**src/vc_resource_defs.vh**
```
// Constants for the channel resource configuration registers.
// Assumes 12-bit byte addresses on a plain register port.
`ifndef VC_RESOURCE_DEFS_VH
`define VC_RESOURCE_DEFS_VH

// Byte addresses
`define OFS_CH0_CONTROL 12'h154
`define OFS_CH0_STATUS 12'h158
`define OFS_CH1_CAPABILITY 12'h15c

// Channel 0 control fields
`define CTL_MAP_MSB 7
`define CTL_MAP_LSB 0
`define CTL_TABLE_LOAD_BIT 16
`define CTL_ARB_SEL_MSB 19
`define CTL_ARB_SEL_LSB 17
`define CTL_CHAN_ID_MSB 26
`define CTL_CHAN_ID_LSB 24
`define CTL_ENABLE_BIT 31

// Channel 0 status fields
`define STS_TABLE_STATUS_BIT 16
`define STS_NEGOTIATION_BIT 17

// Channel 1 capability fields
`define CAP_ARB_CAP_MSB 7
`define CAP_ARB_CAP_LSB 0
`define CAP_ADV_SWITCH_BIT 14
`define CAP_REJECT_SNOOP_BIT 15
`define CAP_SLOTS_MSB 22
`define CAP_SLOTS_LSB 16
`define CAP_TABLE_OFS_MSB 31
`define CAP_TABLE_OFS_LSB 24

// Reset values
`define RST_MAP 8'hff
`define RST_ARB_SEL 3'h0
`define RST_CHAN_ID 3'h0
`define RST_ENABLE 1'h1
`define RST_ARB_CAP_PRESENT 8'h19
`define RST_ARB_CAP_ABSENT 8'h00
`define RST_SLOTS_PRESENT 7'h7f
`define RST_SLOTS_ABSENT 7'h00
`define RST_TABLE_OFS_PRESENT 8'h08
`define RST_TABLE_OFS_ABSENT 8'h00

// Port arbitration scheme codes
`define ARB_HW_FIXED 3'h0
`define ARB_WRR_128 3'h3
`define ARB_TIME_WRR_128 3'h4

// Phases in a weighted round robin table
`define ARB_PHASES 128

`endif

```
**src/vc_resource_config_regs.v**
```verilog
// Channel resource configuration registers of one switch port:
// channel 0 control and status, channel 1 capability.
// Assumes a single-cycle register port on the core clock; negotiation
// state arrives from the link side and is synchronised here.
//
// Contract
// [RULE_01] Each map bit set carries that traffic class on channel 0.
// [RULE_02] Map resets to all classes; EEPROM autoload may replace it.
// [RULE_03] Writing one to table load applies the table; reads as zero.
// [RULE_04] Select keeps supported scheme codes only; others become default.
// [RULE_05] Channel identifier is read-only and always zero.
// [RULE_06] Channel enable bit gates the channel; resets to one.
// [RULE_07] Table status sets whenever software writes a table entry.
// [RULE_08] Table status clears when loading after a load request finishes.
// [RULE_09] Negotiation pending reads one while negotiating; resets to zero.
// [RULE_10] Capability field is 19h with channel 1 present, else zero.
// [RULE_11] Weighted tables have 128 phases; time-based only on channel 1.
// [RULE_12] Advanced-switching-only and reject snoop bits read zero.
// [RULE_13] Slots field resets 7Fh if present, else zero; autoload overrides.
// [RULE_14] Table offset is eight sixteen-byte units if present, else zero.
// [RULE_15] Reserved bits read zero and ignore writes.
//
// Design decision made here: the address-and-strobe port.
`timescale 1ns/1ps
`default_nettype none
`include "vc_resource_defs.vh"

module vc_resource_config_regs #(
  parameter ADDR_W = 12,
  parameter PHASE_IDX_W = 7
) (
  input wire I_CORE_CLK,
  input wire I_SRST,
  input wire [ADDR_W-1:0] I_ADDR,
  input wire [31:0] I_WDATA,
  input wire I_WR,
  input wire I_RD,
  output reg [31:0] O_RDATA,
  input wire I_CHANNEL1_PRESENT,
  input wire I_AUTOLOAD_VALID,
  input wire [7:0] I_AUTOLOAD_MAP,
  input wire [6:0] I_AUTOLOAD_SLOTS,
  input wire I_TABLE_ENTRY_WR,
  input wire I_NEGOTIATING,
  output reg [7:0] O_CLASS_TO_CHANNEL_MAP,
  output reg [2:0] O_ARB_SELECT,
  output reg O_CHANNEL_ENABLE,
  output reg O_TABLE_APPLY,
  output wire O_TABLE_BUSY,
  output wire O_PHASE_STROBE,
  output wire [PHASE_IDX_W-1:0] O_PHASE_INDEX
);

  // Access decode
  wire sel_control;
  wire sel_status;
  wire sel_capability;
  wire wr_control;
  wire load_write;

  assign sel_control = (I_ADDR == `OFS_CH0_CONTROL);
  assign sel_status = (I_ADDR == `OFS_CH0_STATUS);
  assign sel_capability = (I_ADDR == `OFS_CH1_CAPABILITY);
  assign wr_control = I_WR && sel_control;
  assign load_write = wr_control && I_WDATA[`CTL_TABLE_LOAD_BIT];

  // Channel 0 control state
  reg [7:0] map_reg;
  reg [7:0] map_next;
  reg [2:0] arb_sel_reg;
  reg [2:0] arb_sel_next;
  reg enable_reg;
  reg enable_next;
  reg load_req_reg;
  wire [2:0] arb_sel_filtered;

  // Channel 1 capability state, captured while reset is held
  reg [7:0] arb_cap_reg;
  reg [6:0] slots_reg;
  reg [6:0] slots_next;
  reg [7:0] table_ofs_reg;

  // Negotiation synchroniser
  reg negotiating_meta_reg;
  reg negotiating_reg;

  // Read path
  reg [31:0] read_word;
  reg [31:0] rdata_next;

  wire table_status;

  arb_select_filter #(
    .ALLOW_TIME_BASED(0)
  ) u_arb_select_filter (
    .i_code(I_WDATA[`CTL_ARB_SEL_MSB:`CTL_ARB_SEL_LSB]),
    .o_code(arb_sel_filtered)
  );

  arb_table_loader #(
    .PHASES(`ARB_PHASES),
    .IDX_W(PHASE_IDX_W)
  ) u_arb_table_loader (
    .i_clk(I_CORE_CLK),
    .i_srst(I_SRST),
    .i_entry_wr(I_TABLE_ENTRY_WR),
    .i_load_req(load_req_reg),
    .o_status(table_status),
    .o_busy(O_TABLE_BUSY),
    .o_phase_strobe(O_PHASE_STROBE),
    .o_phase_index(O_PHASE_INDEX)
  );

  // Control next values; software write wins over a same-cycle autoload
  always @* begin
    map_next = map_reg;
    arb_sel_next = arb_sel_reg;
    enable_next = enable_reg;
    if (I_AUTOLOAD_VALID) begin
      map_next = I_AUTOLOAD_MAP; // see [RULE_02]
    end
    if (wr_control) begin
      map_next = I_WDATA[`CTL_MAP_MSB:`CTL_MAP_LSB]; // see [RULE_01]
      arb_sel_next = arb_sel_filtered; // see [RULE_04]
      enable_next = I_WDATA[`CTL_ENABLE_BIT]; // see [RULE_06]
    end
  end

  always @(posedge I_CORE_CLK) begin
    if (I_SRST) begin
      map_reg <= `RST_MAP; // see [RULE_02]
      arb_sel_reg <= `RST_ARB_SEL;
      enable_reg <= `RST_ENABLE; // see [RULE_06]
      load_req_reg <= 1'b0;
    end else begin
      map_reg <= map_next;
      arb_sel_reg <= arb_sel_next;
      enable_reg <= enable_next;
      // Self-clearing; the bit is never stored for reads
      load_req_reg <= load_write; // see [RULE_03]
    end
  end

  // Capability values follow channel 1 presence at reset
  always @* begin
    slots_next = slots_reg;
    if (I_AUTOLOAD_VALID) begin
      slots_next = I_AUTOLOAD_SLOTS; // see [RULE_13]
    end
  end

  always @(posedge I_CORE_CLK) begin
    if (I_SRST) begin
      if (I_CHANNEL1_PRESENT) begin
        arb_cap_reg <= `RST_ARB_CAP_PRESENT; // see [RULE_10]
        slots_reg <= `RST_SLOTS_PRESENT; // see [RULE_13]
        table_ofs_reg <= `RST_TABLE_OFS_PRESENT; // see [RULE_14]
      end else begin
        arb_cap_reg <= `RST_ARB_CAP_ABSENT; // see [RULE_10]
        slots_reg <= `RST_SLOTS_ABSENT; // see [RULE_13]
        table_ofs_reg <= `RST_TABLE_OFS_ABSENT; // see [RULE_14]
      end
    end else begin
      slots_reg <= slots_next;
    end
  end

  // Negotiation state crosses in from the link side
  always @(posedge I_CORE_CLK) begin
    if (I_SRST) begin
      negotiating_meta_reg <= 1'b0;
      negotiating_reg <= 1'b0; // see [RULE_09]
    end else begin
      negotiating_meta_reg <= I_NEGOTIATING;
      negotiating_reg <= negotiating_meta_reg; // see [RULE_09]
    end
  end

  // Read word assembly; unlisted bits stay zero
  always @* begin
    read_word = 32'h0000_0000; // see [RULE_15]
    if (sel_control) begin
      read_word[`CTL_MAP_MSB:`CTL_MAP_LSB] = map_reg;
      read_word[`CTL_TABLE_LOAD_BIT] = 1'b0; // see [RULE_03]
      read_word[`CTL_ARB_SEL_MSB:`CTL_ARB_SEL_LSB] = arb_sel_reg;
      read_word[`CTL_CHAN_ID_MSB:`CTL_CHAN_ID_LSB] =
        `RST_CHAN_ID; // see [RULE_05]
      read_word[`CTL_ENABLE_BIT] = enable_reg;
    end else if (sel_status) begin
      read_word[`STS_TABLE_STATUS_BIT] = table_status; // see [RULE_07]
      read_word[`STS_NEGOTIATION_BIT] = negotiating_reg; // see [RULE_09]
    end else if (sel_capability) begin
      read_word[`CAP_ARB_CAP_MSB:`CAP_ARB_CAP_LSB] = arb_cap_reg;
      read_word[`CAP_ADV_SWITCH_BIT] = 1'b0; // see [RULE_12]
      read_word[`CAP_REJECT_SNOOP_BIT] = 1'b0; // see [RULE_12]
      read_word[`CAP_SLOTS_MSB:`CAP_SLOTS_LSB] = slots_reg;
      read_word[`CAP_TABLE_OFS_MSB:`CAP_TABLE_OFS_LSB] = table_ofs_reg;
    end
  end

  // Read data stands only in the cycle after the strobe
  always @* begin
    rdata_next = 32'h0000_0000;
    if (I_RD) begin
      rdata_next = read_word;
    end
  end

  always @(posedge I_CORE_CLK) begin
    if (I_SRST) begin
      O_RDATA <= 32'h0000_0000;
    end else begin
      O_RDATA <= rdata_next;
    end
  end

  // Live configuration toward the arbiter
  always @(posedge I_CORE_CLK) begin
    if (I_SRST) begin
      O_CLASS_TO_CHANNEL_MAP <= `RST_MAP;
      O_ARB_SELECT <= `RST_ARB_SEL;
      O_CHANNEL_ENABLE <= `RST_ENABLE;
      O_TABLE_APPLY <= 1'b0;
    end else begin
      O_CLASS_TO_CHANNEL_MAP <= map_next; // see [RULE_01]
      O_ARB_SELECT <= arb_sel_next; // see [RULE_04]
      O_CHANNEL_ENABLE <= enable_next; // see [RULE_06]
      O_TABLE_APPLY <= load_write; // see [RULE_03]
    end
  end

endmodule
`default_nettype wire

```
**src/arb_select_filter.v**
```verilog
// Port arbitration select filter: maps unsupported codes to the default.
// Assumes the code comes straight from a software-written field.
`timescale 1ns/1ps
`default_nettype none
`include "vc_resource_defs.vh"

module arb_select_filter #(
  parameter ALLOW_TIME_BASED = 0
) (
  input wire [2:0] i_code,
  output reg [2:0] o_code
);

  always @* begin
    case (i_code)
      `ARB_HW_FIXED: o_code = `ARB_HW_FIXED;
      `ARB_WRR_128: o_code = `ARB_WRR_128;
      // Time-based scheme only on the second channel
      `ARB_TIME_WRR_128: begin // see [RULE_11]
        if (ALLOW_TIME_BASED != 0) begin
          o_code = `ARB_TIME_WRR_128;
        end else begin
          o_code = `ARB_HW_FIXED;
        end
      end
      default: o_code = `ARB_HW_FIXED; // see [RULE_04]
    endcase
  end

endmodule
`default_nettype wire

```
**src/arb_table_loader.v**
```verilog
// Port arbitration table loader: tracks the table status and walks the
// phases into the arbiter. Assumes all inputs are on the core clock.
`timescale 1ns/1ps
`default_nettype none
`include "vc_resource_defs.vh"

module arb_table_loader #(
  parameter PHASES = `ARB_PHASES,
  parameter IDX_W = 7
) (
  input wire i_clk,
  input wire i_srst,
  input wire i_entry_wr,
  input wire i_load_req,
  output reg o_status,
  output reg o_busy,
  output reg o_phase_strobe,
  output reg [IDX_W-1:0] o_phase_index
);

  localparam [31:0] LAST_PHASE_WIDE = PHASES - 1;
  localparam [IDX_W-1:0] LAST_PHASE = LAST_PHASE_WIDE[IDX_W-1:0];

  wire finish;

  assign finish = o_busy && (o_phase_index == LAST_PHASE);

  always @(posedge i_clk) begin
    if (i_srst) begin
      o_status <= 1'b0;
      o_busy <= 1'b0;
      o_phase_strobe <= 1'b0;
      o_phase_index <= {IDX_W{1'b0}};
    end else begin
      // A table write in the finishing cycle keeps the status set
      if (i_entry_wr) begin
        o_status <= 1'b1; // see [RULE_07]
      end else if (finish) begin
        o_status <= 1'b0; // see [RULE_08]
      end
      if (finish) begin
        o_busy <= 1'b0;
        o_phase_strobe <= 1'b0;
        o_phase_index <= {IDX_W{1'b0}};
      end else if (o_busy) begin
        o_phase_index <= o_phase_index + {{(IDX_W-1){1'b0}}, 1'b1};
      end else if (i_load_req) begin
        // One phase per cycle through the whole table
        o_busy <= 1'b1; // see [RULE_11]
        o_phase_strobe <= 1'b1;
        o_phase_index <= {IDX_W{1'b0}};
      end
    end
  end

endmodule
`default_nettype wire

```
**config.mk**
```make
export PLATFORM = sky130hd
export DESIGN_NAME = vc_resource_config_regs
export DESIGN_NICKNAME = d
export VERILOG_FILES = /design/src/vc_resource_config_regs.v /design/src/arb_select_filter.v /design/src/arb_table_loader.v
export VERILOG_INCLUDE_DIRS = /design/src
export SDC_FILE = /design/constraint.sdc
export NUM_CORES = 1
export LEC_CHECK = 0
export ABC_CLOCK_PERIOD_IN_PS = 1400
export BUFFER_PORTS_ARGS = -buffer_cell sky130_fd_sc_hd__buf_2
export CORE_ASPECT_RATIO = 0.6
export CORE_UTILIZATION = 44
export CTS_CLUSTER_DIAMETER = 150
export DETAILED_ROUTE_END_ITERATION = 7
export HOLD_SLACK_MARGIN = 0.15
export PLACE_DENSITY_LB_ADDON = 0.12
export SLEW_MARGIN = 15
export SYNTH_ARGS = -nofsm -noshare
export SYNTH_HDL_FRONTEND = slang
export SYNTH_SLANG_ARGS = --single-unit
```
**constraint.sdc**
```tcl
create_clock -name I_CORE_CLK -period 1.4 [get_ports I_CORE_CLK]
set_input_delay 0.21 -clock I_CORE_CLK [delete_from_list [all_inputs] [get_ports I_CORE_CLK]]
set_output_delay 0.21 -clock I_CORE_CLK [all_outputs]
set_load 0.02 [all_outputs]
```
==> results.py, run 1 <==
metrics = {
    "outcome": {
        "outcome": "completed",
    },
    "critical_path": {
        "worst_path_max_delay_cell": "dfxtp_1",
        "cp_cell_sequence": "ha_1 > nand2_1 > or3_1 > a21oi_1",
        "timing.rr.start": "u_arb_table_loader.o_phase_index[0]$_SDFFE_PP0P_",
        "critical_path.top_delay_family": "simple AND/OR/NAND/NOR gates",
        "crit_cells": 4,
        "r2r_slack_ns": 0.08,
        "critPathKind": "reg -> reg",
        "slowest_delay_ns": 0.42,
        "cp-endpoint": "u_arb_table_loader.o_phase_index[6]$_SDFFE_PP0P_",
        "timing.rr.end": "u_arb_table_loader.o_phase_index[6]$_SDFFE_PP0P_",
        "rr_worst_depth": 4,
        "worst_setup_path_end_kind": "register",
        "start_kind": "register",
        "critPathMaxFanout": 6,
        "cp.arrival_ns": 1.55,
        "cp.buffers_inverters": 0,
        "crit_required_ns": 1.63,
        "worstSetupStartpoint": "u_arb_table_loader.o_phase_index[0]$_SDFFE_PP0P_",
    },
    "drt": {
        "routed.top_layer": "met4",
        "drc": 0,
        "via_count": 1786,
        "wl_per_cell_um": 12.1,
        "viasPerCell": 4.63,
        "drtIter0Drc": 62,
        "met1_length_um": 2450,
        "drt-total-wl_um": 4660,
        "wl_met2_um": 1910,
        "wl_met3_um": 265,
        "ant_nets": 0,
        "dr.pass1.iters": 4,
    },
    "sta": {
        "finalHoldViolations": 0,
        "setup_violations": 0,
        "min_period_ns": 1.32,
        "grt_setup_unrepaired": "no",
        "worst_hold_slack_ns": 0.160,
        "fin_crit_sh": 0.946,
        "finClkSkew_ns": 0.00579,
        "timing.final.ws_setup_ns": 0.0761,
        "tns_ns": 0,
        "drv_slew": 0,
        "clock.fmax_ghz": 0.755,
    },
    "logic_synthesis": {
        "yosysWarningCount": 0,
        "ys_ff_latch": 48,
        "syn_area_per_cell_um2": 9.63,
        "synth_cell_types": 41,
        "netlist_area_um2": 2150,
        "yosys.area.top_type_share": 0.373,
        "synth_area_leaders": "dfxtp_1, edfxtp_1, buf_4",
        "yosysTopAreaCell": "dfxtp_1",
        "synthCells": 223,
        "ys_seq_area_frac": 0.485,
    },
    "job": {
        "cap_violations": 0,
    },
    "cells_and_area": {
        "nNetsFinal": 390,
        "area_growth_pct": 28.8,
        "seq_area_um2": 1040,
        "antenna_cells": 0,
        "drive_gt1_frac": 0.378,
        "top_regs": "O_RDATA x17, O_CLASS_TO_CHANNEL_MAP x8",
        "regMostFlops": "O_RDATA",
        "largest_reg_flops": 17,
        "multi_input_area_um2": 900,
        "n_fill_cell": 450,
    },
    "place": {
        "gp_congestion": 0.828,
        "place_ws_ns": 0.0590,
        "dp_hpwl_um": 3540,
        "portBuffers": 85,
    },
    "floorplan": {
        "io_pins": 121,
        "die_x_um": 92.2,
        "die_y_um": 56.1,
        "die_area_um2": 5170,
        "num_rows": 19,
        "core_um2": 4640,
        "initial_core_util": 0.463,
    },
    "grt": {
        "grt.total_usage": 0.187,
        "antenna_found_initial": 0,
        "grt_first_pass_wirelength_um": 7310,
        "grt_max_degree": 18,
        "overflow": 0,
        "grt_pass1_vias": 1499,
    },
    "hold_path": {
        "hp-class": "in -> reg",
    },
    "clock_tree": {
        "cts_setup_buffers": 0,
        "clk_path_buf_depth": 2,
        "numCtsBuffers": 5,
        "cts_num_sinks": 48,
        "cts_tree": "done",
        "cts.htree.levels": 2,
        "worst_skew_pair.late_latency_ns": 0.30,
        "clkTransAtPathRegs_ns": 0.09,
        "clockRootBuffer": "clkbuf_8",
    },
    "power": {
        "total_power_mw": 2.58,
        "power.density_nw_per_um2": 934,
        "peakVddDrop_v": 0.000499,
        "p_leak_nw": 1.33,
    },
}
-- per-layer routing --
metal / vias up / GRT usage
met5: - / 0
met4: 0 / 0.0469
met3: 5 / 0.0464
met2: 56 / 0.265
met1: 800 / 0.280
li1: 925 / -
-- layout by cell type, fill, tap and decap left out, types with 2 or more instances in the layout --
master / n
buf_4: 16
clkinv_2: 2
nor3b_1: 3
nand2b_1: 6
o211ai_1: 2
and3b_1: 2
clkbuf_8: 5
edfxtp_1: 8
nand4_1: 2
o21ai_0: 9
nor3_1: 9
nor2b_1: 11
a21oi_1: 13
mux2i_1: 12
nand2_1: 6
conb_1: 16
or3_1: 2
nor3_2: 3
buf_2: 85
dfxtp_1: 40
or3b_2: 2
nor2_1: 16
a211oi_1: 9
dlygate4sd3_1: 3
nand3_1: 4
inv_1: 22
-- where the power goes --
group / total [mW] / internal [mW] / leakage, nW / switching [mW]
combinational: 0.309 / 0.133 / 0.871 / 0.176
clock: 0.806 / 0.349 / 0.0479 / 0.457
sequential: 1.47 / 1.45 / 0.407 / 0.0186
-- cells by family (layout without fill, tap and decap cells) --
kind of cell | Yosys count | after routing | synth area share
AOI/OAI and AO/OA | 36 | 36 | 0.100
adders and majority gates | 1 | 1 | 0.00583
buffers and inverters | 49 | 134 | 0.128
DFF | 48 | 48 | 0.485
muxes | 13 | 13 | 0.0612
other | 1 | 16 | 0.00175
and+or+nand+nor | 75 | 75 | 0.219
-- worst reg2reg max path, stage by stage, from the launching register on --
cell,delay [ns]
dfxtp_1,0.42
ha_1,0.25
nand2_1,0.09
or3_1,0.35
a21oi_1,0.15
-- timing repair --
action,4_1_cts,5_1_grt
resized for setup,0,1
setup endpoints to repair,0,7
hold buffers,3,0
endpoints found under the hold margin,3,0
-- worst min path at each step --
stage               cells past startpoint                                endpoint          startpoint  slack (ns)
floorplan                               0                arb_cap_reg[3]$_DFFE_PP_  I_CHANNEL1_PRESENT        0.31
global placement                        1                arb_cap_reg[3]$_DFFE_PP_  I_CHANNEL1_PRESENT        0.42
detailed placement                      1                arb_cap_reg[3]$_DFFE_PP_  I_CHANNEL1_PRESENT        0.43
CTS                                     3  O_CLASS_TO_CHANNEL_MAP[3]$_SDFFE_PP1P_          I_WDATA[3]        0.16
global route                            3  O_CLASS_TO_CHANNEL_MAP[1]$_SDFFE_PP1P_          I_WDATA[1]        0.16
finish                                  3  O_CLASS_TO_CHANNEL_MAP[1]$_SDFFE_PP1P_          I_WDATA[1]        0.16
-- synthesized netlist by cell type --
library cell / instances
and4_4: 1
or4bb_1: 1
o211ai_1: 2
clkbuf_1: 6
nand3b_1: 1
buf_4: 17
mux2i_1: 12
nor3b_1: 3
nor3_1: 9
buf_6: 1
conb_1: 1
clkbuf_2: 1
edfxtp_1: 8
and4bb_2: 1
buf_12: 1
dfxtp_1: 40
ha_1: 1
or3_1: 2
buf_2: 1
nor2_1: 16
nor2b_1: 11
and3b_1: 2
o21bai_1: 1
or3b_2: 2
nand4_1: 2
and4b_1: 1
a41oi_1: 1
nand3_1: 4
or2_2: 1
nor3_2: 3
a21oi_1: 13
a211oi_1: 9
a31oi_1: 1
nand4_2: 1
o21ai_0: 9
nand2b_1: 6
and3_2: 1
nand2_1: 6
mux2_2: 1
nor4b_4: 1
inv_1: 22
-- per-stage QoR --
stage | area, um2 | util | instances
CTS | 2760 | 0.595 | 386
global route | 2770 | 0.596 | 386
floorplan | 2210 | - | 238
detailed placement | 2640 | 0.570 | 375
global placement | 2640 | 0.570 | 375
finish | 2770 | 0.596 | 386
-- cell type report --
cell class / instances / area share
timing repair buffer: 104 / 0.208
clock buffer: 5 / 0.0249
tap: 63 / 0.0285
clock inverter: 3 / 0.00679
inverter: 22 / 0.0299
multi-input combinational: 141 / 0.325
sequential: 48 / 0.376
Note: power is estimated with default switching activity, not from simulation.
==> run 2: changes to the inputs <==
Settings changed: BUFFER_PORTS_ARGS -buffer_cell sky130_fd_sc_hd__buf_2 to default, CORE_UTILIZATION 44 to 60, DONT_BUFFER_PORTS from default to 1, MAX_ROUTING_LAYER from default to met4.
==> run 2 against run 1 <==
Effect of this change: design area is 9.2% lower; clock-buffer cell count is 1 higher; die area is 26% lower; register-to-register slack better by 0.02 ns; global-route usage is 7.9 points higher; sequential cell count stayed put; sequential share of layout area is 3.8 points higher; power is 2.8% lower; critical path depth stayed put; critical path type is now in -> reg; the flow now finishes with violations (hold timing); non-clock buffer count is 66 lower.
==> results.py, run 2 (synthesis gave the netlist of run 1 again) <==
metrics = {
    "outcome": {
        "outcome": "complete, but fails checks",
        "violations": "hold timing",
    },
    "cells_and_area": {
        "final_cell_area_um2": 2510,
        "drive_gt1_frac": 0.113,
        "largest_reg_flops": 17,
        "antenna_cells": 0,
        "area_growth_pct": 17.0,
        "regMostFlops": "O_RDATA",
        "n_fill_cell": 240,
        "nNetsFinal": 324,
        "mostFrequentLayoutCell": "dfxtp_1",
        "mostFrequentLayoutCells": "dfxtp_1, dlygate4sd3_1, inv_1",
        "utilization": 0.751,
        "top_regs": "O_RDATA x17, O_CLASS_TO_CHANNEL_MAP x8",
    },
    "sta": {
        "worst_slew_pin_slew_ns": 0.500,
        "slew_headroom": 0.666,
        "clock.fmax_ghz": 0.756,
        "grt_setup_unrepaired": "no",
        "finalHoldViolations": 3,
        "worst_hold_slack_ns": -0.0183,
        "timing.final.ws_setup_ns": 0.0779,
        "min_period_ns": 1.32,
        "finClkSkew_ns": 0.00515,
        "setup_violations": 0,
        "fin_crit_sh": 0.944,
        "tns_ns": 0,
        "drv_slew": 0,
    },
    "clock_tree": {
        "cts.htree.levels": 2,
        "cts_resized": 0,
        "cts_num_sinks": 48,
        "clockRootBuffer": "clkbuf_8",
        "clk_path_buf_depth": 2,
        "worst_skew_pair.late_latency_ns": 0.29,
        "cts_tree": "done",
        "clkTransAtPathRegs_ns": 0.09,
        "numCtsBuffers": 5,
    },
    "floorplan": {
        "die_y_um": 48.3,
        "die_area_um2": 3830,
        "io_pins": 121,
        "core_um2": 3340,
        "initial_core_util": 0.642,
        "die_x_um": 79.2,
        "num_rows": 16,
    },
    "drt": {
        "drt-total-wl_um": 4840,
        "met1_length_um": 2080,
        "ant_nets": 0,
        "drtIter0Drc": 80,
        "wl_met3_um": 389,
        "drc": 0,
        "wl_met2_um": 2330,
        "dr.pass1.iters": 5,
        "routed.top_layer": "met4",
        "via_count": 1643,
        "wl_per_cell_um": 16.0,
        "viasPerCell": 5.44,
    },
    "power": {
        "power.density_nw_per_um2": 1000,
        "clkPwrFrac": 0.315,
        "switching_share": 0.241,
        "p_int_mw": 1.91,
        "p_comb_frac": 0.090,
        "seq_power_share": 0.595,
        "p_leak_nw": 1.04,
        "peakVddDrop_v": 0.000697,
        "power_switching_uw": 604,
    },
    "critical_path": {
        "cp_cell_sequence": "dlygate4sd3_1 > nor2_1 > dlygate4sd3_1 > mux2i_1",
        "crit_top_cell": "dlygate4sd3_1",
        "timing.rr.end": "O_CHANNEL_ENABLE$_SDFFE_PP1P_",
        "cp.arrival_ns": 1.51,
        "r2r_slack_ns": 0.10,
        "crit_required_ns": 1.59,
        "critPathMaxFanout": 1,
        "slowest_delay_ns": 0.57,
        "timing.rr.start": "O_CHANNEL_ENABLE$_SDFFE_PP1P_",
        "worst_path_max_delay_cell": "dlygate4sd3_1",
        "worst_setup_path_end_kind": "register",
        "rr_worst_depth": 3,
        "critPathKind": "in -> reg",
        "start_kind": "primary input",
    },
    "hold_path": {
        "whs_path_depth": 1,
        "hp-class": "in -> reg",
        "min_from": "I_SRST",
        "hold_end": "u_arb_table_loader.o_status$_SDFFE_PP0P_",
    },
    "place": {
        "gp_congestion": 0.820,
        "dp_hpwl_um": 3210,
        "place_ws_ns": 0.110,
        "placedInstanceArea_um2": 2150,
        "portBuffers": 0,
    },
    "grt": {
        "grt.total_usage": 0.266,
        "grt_max_degree": 40,
        "overflow": 0,
        "grt_pass1_vias": 1587,
        "grt_first_pass_wirelength_um": 7490,
        "antenna_found_initial": 0,
    },
    "job": {
        "cap_violations": 0,
    },
}
## run 2: power by group through the flow
stage | Combinational, mW | Sequential [mW] | Clock (mW)
floorplan | 0.190 | 1.52 | 0
global placement | 0.144 | 1.52 | 0
detailed placement | 0.151 | 1.53 | 0
CTS | 0.206 | 1.49 | 0.796
global route | 0.244 | 1.50 | 0.854
finish | 0.226 | 1.49 | 0.791
## run 2: routing by layer
layer | up-vias | GRT usage
met5 | - | -
met4 | 0 | 0.0727
met3 | 8 | 0.0849
met2 | 88 | 0.435
met1 | 759 | 0.317
li1 | 788 | -
## run 2: stage by stage
step	power [mW]	hold slack (ns)	std cells
after floorplan	1.71	0.309	238
after global placement	1.67	0.283	266
after detailed placement	1.68	0.287	266
after CTS	2.49	-0.0268	297
after global routing	2.60	-0.0343	302
final	2.51	-0.0183	302
## run 2: area by class of cell
class,instances,area [um2],share of cell area
Clock buffer,6,72.6,0.0289
Clock inverter,2,11.3,0.00448
Inverter,22,82.6,0.0329
Multi-Input combinational cell,141,892,0.355
Sequential cell,48,1040,0.415
Tap cell,45,56.3,0.0224
Timing Repair Buffer,38,355,0.142
## run 2: worst max path at each step
stage          depth (start not counted)                                                to                                        startpoint  slack, ns
6_report                               4            O_CLASS_TO_CHANNEL_MAP[7]$_SDFFE_PP1P_                                        I_WDATA[7]       0.08
4_1_cts                                3                     O_CHANNEL_ENABLE$_SDFFE_PP1P_                     O_CHANNEL_ENABLE$_SDFFE_PP1P_        0.1
3_5_place_dp                           3            O_CLASS_TO_CHANNEL_MAP[6]$_SDFFE_PP1P_                                        I_ADDR[11]       0.11
3_3_place_gp                           3            O_CLASS_TO_CHANNEL_MAP[7]$_SDFFE_PP1P_                                        I_ADDR[11]       0.15
2_1_floorplan                          4  u_arb_table_loader.o_phase_index[6]$_SDFFE_PP0P_  u_arb_table_loader.o_phase_index[0]$_SDFFE_PP0P_       0.07
5_1_grt                                3  u_arb_table_loader.o_phase_index[6]$_SDFFE_PP0P_  u_arb_table_loader.o_phase_index[2]$_SDFFE_PP0P_       0.03
## run 2: repair_timing
action                                 4_1_cts  5_1_grt
hold buffers                                23        5
setup buffers                                0        0
endpoints found under the hold margin       30       14
## run 2: critical path, delay by kind of cell
family	cells	cell delay [ns]
multiplexers	1	0.07
AND/OR/NAND/NOR	1	0.11
buffers and inverters	2	1.11
